--- src/verilog/pwm_timer_consts.svh ---
`ifndef PWM_TIMER_CONSTS_SVH
`define PWM_TIMER_CONSTS_SVH

// ****************************************
// register byte addresses
// ****************************************
`define OFS_TIMER_STATUS   12'h000
`define OFS_CNT_HIGH       12'h004
`define OFS_CNT_LOW        12'h008
`define OFS_RELOAD_HIGH    12'h00C
`define OFS_RELOAD_LOW     12'h010
`define OFS_DUTY_HIGH      12'h014
`define OFS_DUTY_LOW       12'h018
`define OFS_PULSE_CONTROL  12'h01C
`define OFS_PULSE_STATUS   12'h020
`define OFS_POWER_MODE     12'h024

// ****************************************
// field positions
// ****************************************
`define BIT_CMP_IE         0
`define BIT_ROLL_IE        1
`define BIT_ROLL_FLAG      2
`define BIT_CK_LO          3
`define BIT_CK_HI          4
`define BIT_OE             0
`define BIT_POL            1
`define BIT_CMPF           0
`define BIT_SLOW           0
`define BIT_HALT           1
`define BIT_AHALT          2
`define BIT_CPU_MASK       3

// ****************************************
// reset values and timing
// ****************************************
`define RST_COUNT          12'h000
`define CNT_MAX            12'hFFF
`define SLOW_DIV           6'h20
`define TB_PERIOD_NS       1000000
`define CLK_PERIOD_NS      5
`define TB_CYCLES          (`TB_PERIOD_NS / `CLK_PERIOD_NS)

`endif

--- src/verilog/pwm_timer_pkg.sv ---
`default_nettype none
package pwm_timer_pkg;
    typedef enum logic [1:0] {
        CK_OFF  = 2'b00,
        CK_LTIM = 2'b01,
        CK_CPU  = 2'b10,
        CK_RSVD = 2'b11
    } clk_sel_t;

    typedef enum logic [1:0] {
        BUS_IDLE   = 2'b00,
        BUS_ACCESS = 2'b01
    } bus_state_t;
endpackage : pwm_timer_pkg
`default_nettype wire

--- src/verilog/tick_if.sv ---
`timescale 1ns/1ps
`default_nettype none
interface tick_if;
    logic tick;
    modport source (output tick);
    modport sink   (input  tick);
endinterface : tick_if
`default_nettype wire

--- src/verilog/count_tick_gen.sv ---
`timescale 1ns/1ps
`default_nettype none
`include "pwm_timer_consts.svh"
module count_tick_gen #(
    parameter int TB_CYCLES = `TB_CYCLES
) (
    input  wire logic                  pclk,
    input  wire logic                  presetn,
    input  wire pwm_timer_pkg::clk_sel_t clk_sel,
    input  wire logic                  slow_mode,
    input  wire logic                  halted,
    tick_if.source                     tk
);
    typedef struct packed {
        logic [31:0] tb_cnt;
        logic [5:0]  slow_cnt;
        logic        tick;
    } tick_state_t;

    tick_state_t st_ff;
    tick_state_t nxt_st;
    logic        src;
    logic        last;

    always_comb begin
        nxt_st = st_ff;
        nxt_st.tick = 1'b0;
        // low-speed timebase runs even when unselected
        if (st_ff.tb_cnt == 32'(TB_CYCLES - 1)) begin
            nxt_st.tb_cnt = 32'h0;
        end else begin
            nxt_st.tb_cnt = st_ff.tb_cnt + 32'h1;
        end
        src = 1'b0;
        unique case (clk_sel)
            pwm_timer_pkg::CK_LTIM: src = (st_ff.tb_cnt == 32'h0);
            pwm_timer_pkg::CK_CPU:  src = 1'b1;
            pwm_timer_pkg::CK_OFF,
            pwm_timer_pkg::CK_RSVD: src = 1'b0;
        endcase
        last = (st_ff.slow_cnt == 6'(`SLOW_DIV - 6'h1));
        // slow mode divides input by 32
        if (src && !halted) begin
            if (slow_mode) begin
                nxt_st.slow_cnt = last ? 6'h0 : st_ff.slow_cnt + 6'h1;
                nxt_st.tick = last;
            end else begin
                nxt_st.tick = 1'b1;
            end
        end
    end

    always_ff @(posedge pclk or negedge presetn) begin
        if (!presetn) begin
            st_ff <= '0;
        end else begin
            st_ff <= nxt_st;
        end
    end

    assign tk.tick = st_ff.tick;
endmodule : count_tick_gen
`default_nettype wire

--- src/verilog/autoreload_pwm_compare_timer.sv ---
// Implementation choices: the placing of the registers and the APB register port.
`timescale 1ns/1ps
`default_nettype none
`include "pwm_timer_consts.svh"
module autoreload_pwm_compare_timer #(
    parameter int TB_CYCLES = `TB_CYCLES
) (
    input  wire logic        pclk,
    input  wire logic        presetn,
    input  wire logic        psel,
    input  wire logic        penable,
    input  wire logic        pwrite,
    input  wire logic [11:0] paddr,
    input  wire logic [31:0] pwdata,
    output var  logic [31:0] prdata,
    output var  logic        pready,
    output var  logic        pslverr,
    output var  logic        pulse_output_pin,
    output var  logic        pulse_output_pin_oe_n,
    output var  logic        rollover_irq,
    output var  logic        compare_irq
);
    // ****************************************
    // state
    // ****************************************
    typedef struct packed {
        logic [11:0] up_counter;
        logic [11:0] reload_value;
        logic [11:0] duty_value;
        logic [11:0] duty_preload;
        logic [11:0] shadow;
        logic        cmp_locked;
        logic [1:0]  clk_sel;
        logic        rollover_flag;
        logic        rollover_irq_enable;
        logic        compare_irq_enable;
        logic        compare_flag;
        logic        pwm_output_enable;
        logic        polarity;
        logic        raw_pwm;
        logic        slow_mode;
        logic        halt_mode;
        logic        active_halt;
        logic        cpu_mask;
        logic        pin;
        logic        pin_oe_n;
        logic        roll_irq;
        logic        cmp_irq;
        logic [31:0] rdata;
        logic        ready;
        logic        slverr;
    } timer_state_t;

    timer_state_t st_ff;
    timer_state_t nxt_st;
    tick_if       tk ();
    logic         halted;
    logic         setup;
    logic         wr;
    logic         rd;
    logic [11:0]  cmp_val;
    logic         overflow;
    logic         match;

    function automatic logic [31:0] byte_rd(input logic [7:0] b);
        byte_rd = {24'h0, b};
    endfunction : byte_rd

    // halt stops, active halt keeps timebase+irq
    assign halted = st_ff.halt_mode
        || (st_ff.active_halt
            && !(st_ff.clk_sel == 2'b01 && st_ff.rollover_irq_enable));

    count_tick_gen #(
        .TB_CYCLES (TB_CYCLES)
    ) u_tick (
        .pclk      (pclk),
        .presetn   (presetn),
        .clk_sel   (pwm_timer_pkg::clk_sel_t'(st_ff.clk_sel)),
        .slow_mode (st_ff.slow_mode),
        .halted    (halted),
        .tk        (tk.source)
    );

    assign setup = psel && !penable;
    assign wr    = psel && penable && st_ff.ready && pwrite;
    assign rd    = psel && penable && st_ff.ready && !pwrite;

    // ****************************************
    // next state
    // ****************************************
    always_comb begin
        nxt_st = st_ff;
        cmp_val = st_ff.pwm_output_enable ? st_ff.shadow : st_ff.duty_value;
        overflow = tk.tick && (st_ff.up_counter == `CNT_MAX);
        // zero duty never compares; locked until low byte
        match = tk.tick && !overflow && !st_ff.cmp_locked
            && (cmp_val != 12'h000)
            && (st_ff.up_counter + 12'h1 == cmp_val);

        if (tk.tick) begin
            if (overflow) begin
                nxt_st.up_counter = st_ff.reload_value;
            end else begin
                nxt_st.up_counter = st_ff.up_counter + 12'h1;
            end
        end

        if (overflow) begin
            if (st_ff.pwm_output_enable) begin
                nxt_st.duty_value = st_ff.duty_preload;
                nxt_st.raw_pwm = 1'b1;
            end
            // shadow copy even if low byte unwritten
            nxt_st.shadow = st_ff.pwm_output_enable
                ? st_ff.duty_preload : st_ff.duty_value;
            nxt_st.rollover_flag = 1'b1;
        end
        if (match) begin
            nxt_st.raw_pwm = 1'b0;
            nxt_st.compare_flag = 1'b1;
        end

        // ****************************************
        // apb slave, no wait states
        // ****************************************
        nxt_st.ready  = setup;
        nxt_st.slverr = 1'b0;
        if (setup) begin
            nxt_st.rdata = 32'h0;
            unique case (paddr)
                `OFS_TIMER_STATUS: nxt_st.rdata = byte_rd({3'h0,
                    st_ff.clk_sel, st_ff.rollover_flag,
                    st_ff.rollover_irq_enable, st_ff.compare_irq_enable});
                `OFS_CNT_HIGH:
                    nxt_st.rdata = byte_rd({4'h0, st_ff.up_counter[11:8]});
                `OFS_CNT_LOW:
                    nxt_st.rdata = byte_rd(st_ff.up_counter[7:0]);
                `OFS_RELOAD_HIGH:
                    nxt_st.rdata = byte_rd({4'h0, st_ff.reload_value[11:8]});
                `OFS_RELOAD_LOW:
                    nxt_st.rdata = byte_rd(st_ff.reload_value[7:0]);
                `OFS_DUTY_HIGH:
                    nxt_st.rdata = byte_rd({4'h0, st_ff.duty_preload[11:8]});
                `OFS_DUTY_LOW:
                    nxt_st.rdata = byte_rd(st_ff.duty_preload[7:0]);
                `OFS_PULSE_CONTROL: nxt_st.rdata = byte_rd({6'h0,
                    st_ff.polarity, st_ff.pwm_output_enable});
                `OFS_PULSE_STATUS:
                    nxt_st.rdata = byte_rd({7'h0, st_ff.compare_flag});
                `OFS_POWER_MODE: nxt_st.rdata = byte_rd({4'h0,
                    st_ff.cpu_mask, st_ff.active_halt, st_ff.halt_mode,
                    st_ff.slow_mode});
                default: nxt_st.slverr = 1'b1;
            endcase
            nxt_st.slverr = nxt_st.slverr;
        end
        if (st_ff.ready) begin
            nxt_st.slverr = 1'b0;
        end else begin
            nxt_st.slverr = setup ? nxt_st.slverr : 1'b0;
        end

        // status read clears flag; set wins
        // only a flag that the read returned is cleared, else one
        // raised between setup and access would vanish unseen
        if (rd && paddr == `OFS_TIMER_STATUS && !overflow
            && st_ff.rdata[`BIT_ROLL_FLAG]) begin
            nxt_st.rollover_flag = 1'b0;
        end
        if (rd && paddr == `OFS_PULSE_STATUS && !match
            && st_ff.rdata[`BIT_CMPF]) begin
            nxt_st.compare_flag = 1'b0;
        end

        if (wr) begin
            unique case (paddr)
                `OFS_TIMER_STATUS: begin
                    nxt_st.clk_sel = pwdata[`BIT_CK_HI:`BIT_CK_LO];
                    nxt_st.rollover_irq_enable = pwdata[`BIT_ROLL_IE];
                    nxt_st.compare_irq_enable = pwdata[`BIT_CMP_IE];
                end
                `OFS_RELOAD_HIGH:
                    nxt_st.reload_value[11:8] = pwdata[3:0];
                `OFS_RELOAD_LOW:
                    nxt_st.reload_value[7:0] = pwdata[7:0];
                `OFS_DUTY_HIGH: begin
                    nxt_st.duty_preload[11:8] = pwdata[3:0];
                    nxt_st.cmp_locked = 1'b1;
                    // compare mode takes value at once
                    if (!st_ff.pwm_output_enable) begin
                        nxt_st.duty_value[11:8] = pwdata[3:0];
                    end
                end
                `OFS_DUTY_LOW: begin
                    nxt_st.duty_preload[7:0] = pwdata[7:0];
                    nxt_st.cmp_locked = 1'b0;
                    if (!st_ff.pwm_output_enable) begin
                        nxt_st.duty_value[7:0] = pwdata[7:0];
                    end
                end
                `OFS_PULSE_CONTROL: begin
                    nxt_st.pwm_output_enable = pwdata[`BIT_OE];
                    nxt_st.polarity = pwdata[`BIT_POL];
                end
                `OFS_POWER_MODE: begin
                    nxt_st.slow_mode = pwdata[`BIT_SLOW];
                    nxt_st.halt_mode = pwdata[`BIT_HALT];
                    nxt_st.active_halt = pwdata[`BIT_AHALT];
                    nxt_st.cpu_mask = pwdata[`BIT_CPU_MASK];
                end
                default: ;
            endcase
        end

        nxt_st.pin = nxt_st.pwm_output_enable
            & (nxt_st.raw_pwm ^ nxt_st.polarity);
        nxt_st.pin_oe_n = !nxt_st.pwm_output_enable;
        // separate irq lines, cpu mask gates both
        nxt_st.roll_irq = nxt_st.rollover_flag
            & nxt_st.rollover_irq_enable & !nxt_st.cpu_mask;
        nxt_st.cmp_irq = nxt_st.compare_flag
            & nxt_st.compare_irq_enable & !nxt_st.cpu_mask;
    end

    always_ff @(posedge pclk or negedge presetn) begin
        if (!presetn) begin
            st_ff <= '0;
            st_ff.pin_oe_n <= 1'b1;
        end else begin
            st_ff <= nxt_st;
        end
    end

    assign prdata                = st_ff.rdata;
    assign pready                = st_ff.ready;
    assign pslverr               = st_ff.slverr;
    assign pulse_output_pin      = st_ff.pin;
    assign pulse_output_pin_oe_n = st_ff.pin_oe_n;
    assign rollover_irq          = st_ff.roll_irq;
    assign compare_irq           = st_ff.cmp_irq;
endmodule : autoreload_pwm_compare_timer
`default_nettype wire

--- config.mk ---
export PLATFORM = sky130hd
export DESIGN_NAME = autoreload_pwm_compare_timer
export DESIGN_NICKNAME = d
export VERILOG_FILES = /design/src/verilog/pwm_timer_pkg.sv /design/src/verilog/tick_if.sv /design/src/verilog/count_tick_gen.sv /design/src/verilog/autoreload_pwm_compare_timer.sv
export VERILOG_INCLUDE_DIRS = /design/src /design/src/verilog
export SDC_FILE = /design/constraint.sdc
export NUM_CORES = 1
export LEC_CHECK = 0
export ABC_AREA = 0
export BUFFER_PORTS_ARGS = -buffer_cell sky130_fd_sc_hd__buf_2
export CORE_AREA = 5 5 116 118
export DETAILED_ROUTE_END_ITERATION = 10
export DIE_AREA = 0 0 121 123
export GPL_ROUTABILITY_DRIVEN = 0
export PLACE_DENSITY = 0.86
export SLEW_MARGIN = 0
export SYNTH_ARGS = -nofsm -noshare
export SYNTH_HDL_FRONTEND = slang
export SYNTH_SLANG_ARGS = --single-unit
--- constraint.sdc ---
create_clock -name pclk -period 3 [get_ports pclk]
set_input_delay 0 -clock pclk [delete_from_list [all_inputs] [get_ports pclk]]
set_output_delay 0 -clock pclk [all_outputs]
set_load 0.01 [all_outputs]
=== Word-level counts from Yosys, hierarchy flattened ===
Index checks and enable logic that the tools add are counted.

* ROM bits: 0
* Input bits: 49
* Latch bits: 0
* Output and inout port bits: 38
* Memories: 0
* Word-level logic and storage cells: 133
* Register bits after elaboration: 151
* Bits in writable memories: 0

* Bitwise operators: 6
* $mul: 0
* Reduce and logical (&&, ||, !) cells: 44
* Shifts and indexed selects: 0
* $lt $le $gt $ge: 0
* Add/subtract/negate cells: 3
* Mux-type cells: 34
* Div/mod/pow operators: 0
* Equal/unequal tests: 16

{| class="wikitable"
|+ Operators with widths
! kind !! count
|-
| one-hot mux 8 bit (10 select lines) || 1
|-
| equality test 12 x 5 -> 1 bit, second input constant || 4
|-
| 2-to-1 mux 12 bit || 4
|-
| adder 32 x 1 -> 32 bit, second input constant || 1
|-
| equality test 32 x 18 -> 1 bit, second input constant || 1
|-
| logical NOT 32 bit || 1
|-
| 2-to-1 mux 32 bit || 1
|-
| equality test 12 x 4 -> 1 bit, second input constant || 2
|-
| equality test 12 x 6 -> 1 bit, second input constant || 2
|-
| 2-to-1 mux 24 bit || 1
|-
| 2-to-1 mux 8 bit || 3
|-
| logical AND 1 bit || 19
|-
| AND reduction 2 bit || 8
|-
| 2-to-1 mux 1 bit || 14
|-
| adder 12 x 1 -> 12 bit, second input constant || 1
|-
| equality test 12 bit || 1
|-
| equality test 12 bit, second input constant || 1
|-
| equality test 12 x 3 -> 1 bit, second input constant || 1
|-
| logical NOT 12 bit || 1
|-
| 2-to-1 mux 4 bit || 3
|-
| nonzero test 12 bit || 1
|-
| OR reduction 10 bit || 1
|-
| logical NOT 1 bit || 9
|-
| 2-to-1 mux 2 bit || 4
|-
| other kinds (13) || 18
|}

=== Logic depth before layout (Yosys ltp) ===
* Word-level depth: 13
* Depth in mapped cells: 9

=== Cells and area by module ===
Synthesis repeated with hierarchy kept, for this count alone.

* Cell total of the unflattened synthesis: 729
* Area total of the unflattened synthesis: 7114.3 um2

{| class="wikitable"
|+ By module, submodules not included
! module !! cells each !! times used !! area each (um2)
|-
| autoreload_pwm_compare_timer || 543 || 1 || 5149.9
|-
| count_tick_gen || 186 || 1 || 1964.4
|}

=== Least setup slack after synthesis ===
OpenSTA, ideal clock, no wires.

* Kind: reg-to-reg
* From: register u_tick.st_ff[31] in the netlist's numbering
* To: register u_tick.st_ff[6] in the netlist's numbering
* Setup time: 0.125 ns
* Data arrival time: 1.957 ns
* Cell stages (with the launch flop): 8
* Data required time: 2.875 ns
* Setup slack: 0.918 ns
* Cells stage by stage: dfrtp_1 > nor4_1 > nand4_1 > o32ai_1 > a32oi_1 > nor3b_4 > nand2_1 > mux2_4

* Cells in the longest elaborated chain, start to end: 4

{| class="wikitable"
|+ RTL lines
! element !! RTL line !! text
|-
| start: declaration || count_tick_gen.sv:20 || <nowiki>tick_state_t st_ff;</nowiki>
|-
| start signal: assignment || count_tick_gen.sv:57 || <nowiki>st_ff <= nxt_st;</nowiki>
|-
| logical NOT 32 bit || count_tick_gen.sv:36 || <nowiki>pwm_timer_pkg::CK_LTIM: src = (st_ff.tb_cnt == 32'h0);</nowiki>
|-
| one-hot mux 1 bit (3 select lines) || count_tick_gen.sv:35 || <nowiki>unique case (clk_sel)</nowiki>
|-
| logical AND 1 bit || count_tick_gen.sv:43 || <nowiki>if (src && !halted) begin</nowiki>
|-
| AND reduction 2 bit (no line) || - ||
|}

Every way passes these cells.
A chain may end at the register's enable or synchronous reset.

==> reports/qor.csv <==
metric,value,unit
outcome,"finished, final reports clean",
dpl ws,0.3853,ns
CP required,3.34,ns
count of input and output buffers,38,
Vias/cell,6.150,
sequential element share of the synthesized area,0.4485,
f_max,350.7,MHz
Worst EP arrival,3.19,ns
CP max FO,7,
P per Cell Area,498.4,mW/mm2
Slew Limit Fails,0,
CTS tree,built,
"Avg Cell Area, Syn",9.804,um2
critical path type,flip-flop to flip-flop,
area grow syn2layout,12.83,%
final core area utilization,0.6469,
synthesized cell area,0.007088,mm2
largest net degree at the start of global routing,96,
total die area,0.01488,mm2
Slew headroom,0.5025,
setup bufs post-CTS,0,
Pre-antenna DRT Iters,5,
H-tree depth,4,
Diodes inserted,0,
crit path from,st_ff[101]$_DFFE_PN0P_,
Max clock buf depth,2,
die height,123,um
finished layout cell area,0.007998,mm2
Yosys cell types,62,
# IOs,87,
initial drt markers,774,
Placement Cell Area,0.007279,mm2
Core Box Area,0.01236,mm2
VDD IR max,400.0,uV
clock buffer count from CTS,17,
layout cells sized above 1,0.1762,
CP endpoint kind,flip-flop,
Routed Antenna Nets,0,
post-route minimum period,2.851,ns
vias in the first global route,5630,
YS warnings,0,
row count,41,
root buf cell,clkbuf_16,
routed length per instance,18.71,um
Synth async-reset ratio,1.000,
P_leak,3.584,nW
Die Wd,121,um
HP Class,input port to flip-flop,
Post-Route WL,17.67,mm
Initial Util,0.5733,
synthesis-stage register bit count,127,
# fillers,884,
Hold Fails Final Rpt,0,
post-cts sizing count,0,
DP HPWL,11.73,mm
Max Cap Viol,0,
Post-synth EDFFs,0,
CTS Sinks,127,
worst skew pair latency,0.41,ns
smallest hold slack,0.02892,ns
fraction of the cycle the final worst path needs,0.9505,
nets,812,
DRC errors left,0,
first-pass GRT wire length,28.86,mm
initial antenna violation count,0,
grt ovf,0,
top_reg_cell synth,dfrtp_1,
r2r startpoint,st_ff[101]$_DFFE_PN0P_,
count of mapped cells out of synthesis,723,
worst slew pin tran,0.7407,ns
final setup skew,0.007371,ns
setup TNS,0,ns
GRT Total Usage,0.2461,
vias post-DR,5806,
# setup viols final,0,
Final Worst Setup Slack,0.1486,ns
Setup crit start kind,flip-flop,
clk slew on worst S/H paths,0.06,ns
cts hold-fix bufs,10,
Hold Startpoint,pwdata[1],
RSZ-0062 raised after global routing,false,
-- cell type report --
cell class              count  area (um2)  area share
multi-input cells         542        3547      0.4435
flip-flops and latches    127        3181      0.3977
clock buffers              22       484.2     0.06054
repair buffers             60       395.4     0.04944
well taps                 172       215.2     0.02691
clock inverters            10       133.9     0.01674
inverters                  11       41.29    0.005163
-- cells by family after synthesis --
family	count (synthesis)	share of synthesized area
and+or+nand+nor	280	0.2053
xor gates and xnor gates	47	0.06196
adders and majority gates	4	0.007061
AOI/OAI and AO/OA	112	0.09638
other	1	0.0005291
DFF	127	0.4485
buffers and inverters	77	0.06319
muxes	75	0.1170
-- worst max-delay path, cell delays in order, from the launching register on --
cell and delay [ns]:
dfrtp_1 0.45, ha_1 0.30, nand3_1 0.28, nor2_1 0.49
a31oi_1 0.17, nor4_1 0.27, nand4_1 0.35, and3_4 0.32
nor3_2 0.13
-- synthesized netlist by cell type (all sizes together) (10+ instances only) --
master,count,area share
and2,10,0.0090
mux2,40,0.064
and3,10,0.010
nand4,16,0.014
xor2,19,0.023
mux2i,34,0.050
a21oi,23,0.016
o21ai,38,0.027
nand2,90,0.048
buf,47,0.047
nand3,36,0.025
nor2,48,0.026
xnor2,26,0.032
nor4,11,0.012
a211oi,12,0.013
nor3,15,0.012
nor2b,13,0.011
dfrtp,126,0.44
a31oi,15,0.013
inv,11,0.0058
clkbuf,19,0.010
-- registers in the layout, indices dropped and copies added, names as in the netlist --
| register | count |
|---|---|
| pulse_output_pin_oe_n | 1 |
| st_ff | 74 |
| pready | 1 |
| u_tick.st_ff | 38 |
| compare_irq | 1 |
| u_tick.tk.tick | 1 |
| prdata | 8 |
| pslverr | 1 |
| rollover_irq | 1 |
| pulse_output_pin | 1 |
-- power by group --
group | internal (W) | switching (W)
sequential | 0.00172 | 0.00000287
combinational | 0.0000392 | 0.000100
clock | 0.00139 | 0.000737
total | 0.00315 | 0.000840
-- routing by layer --
layer  GRT usage  share of wire  vias to the layer above
met4      0.1041          0.038                        0
met3     0.06450           0.10                       62
met1      0.3226           0.40                     2804
li1            -              -                     2601
met5           0              0                        -
met2      0.3901           0.46                      339
-- through the flow --
step                      power (W)  std cells
after floorplan            0.001823        746
after global placement     0.001875        902
after detailed placement   0.001877        902
after CTS                  0.003993        944
after global routing       0.004089        944
final                      0.003986        944
-- layout by cell type, fill, tap and decap left out, drive strengths merged, types with 2 or more instances in the layout --
cell type    count
clkbuf          22
and2            10
a32oi            3
o21ai           38
bufinv           3
mux2i           34
mux2            40
o22ai            2
a21boi           2
nand4           16
and4             9
nor4b            4
clkinv           5
nor2b           13
nor4            11
a211oi          12
conb            24
and3            10
nand4b           2
buf             50
nand3           36
inv             11
ha               4
nor3            15
dfrtp          126
a21oi           23
or3              5
a22oi            7
xnor2           26
dlygate4sd3     10
a31oi           15
nand2b           3
nor3b            3
nor2            48
o2111ai          2
and3b            2
xnor3            2
xor2            19
clkinvlp         2
nand2           90
-- worst paths after layout --
check | to | slack [ns] | cells past startpoint
max in group asynchronous | u_tick.st_ff[5]$_DFFE_PN0P_ | 2.08 | 3
min | st_ff[65]$_DFFE_PN0P_ | 0.03 | 2
min reg2reg | pslverr$_DFF_PN0_ | 0.45 | 1
min in group asynchronous | st_ff[81]$_DFF_PN0_ | 0.07 | 2
max | pulse_output_pin$_DFF_PN0_ | 0.15 | 8
max reg2reg | pulse_output_pin$_DFF_PN0_ | 0.15 | 8
Note: power is estimated with default switching activity, not from simulation.
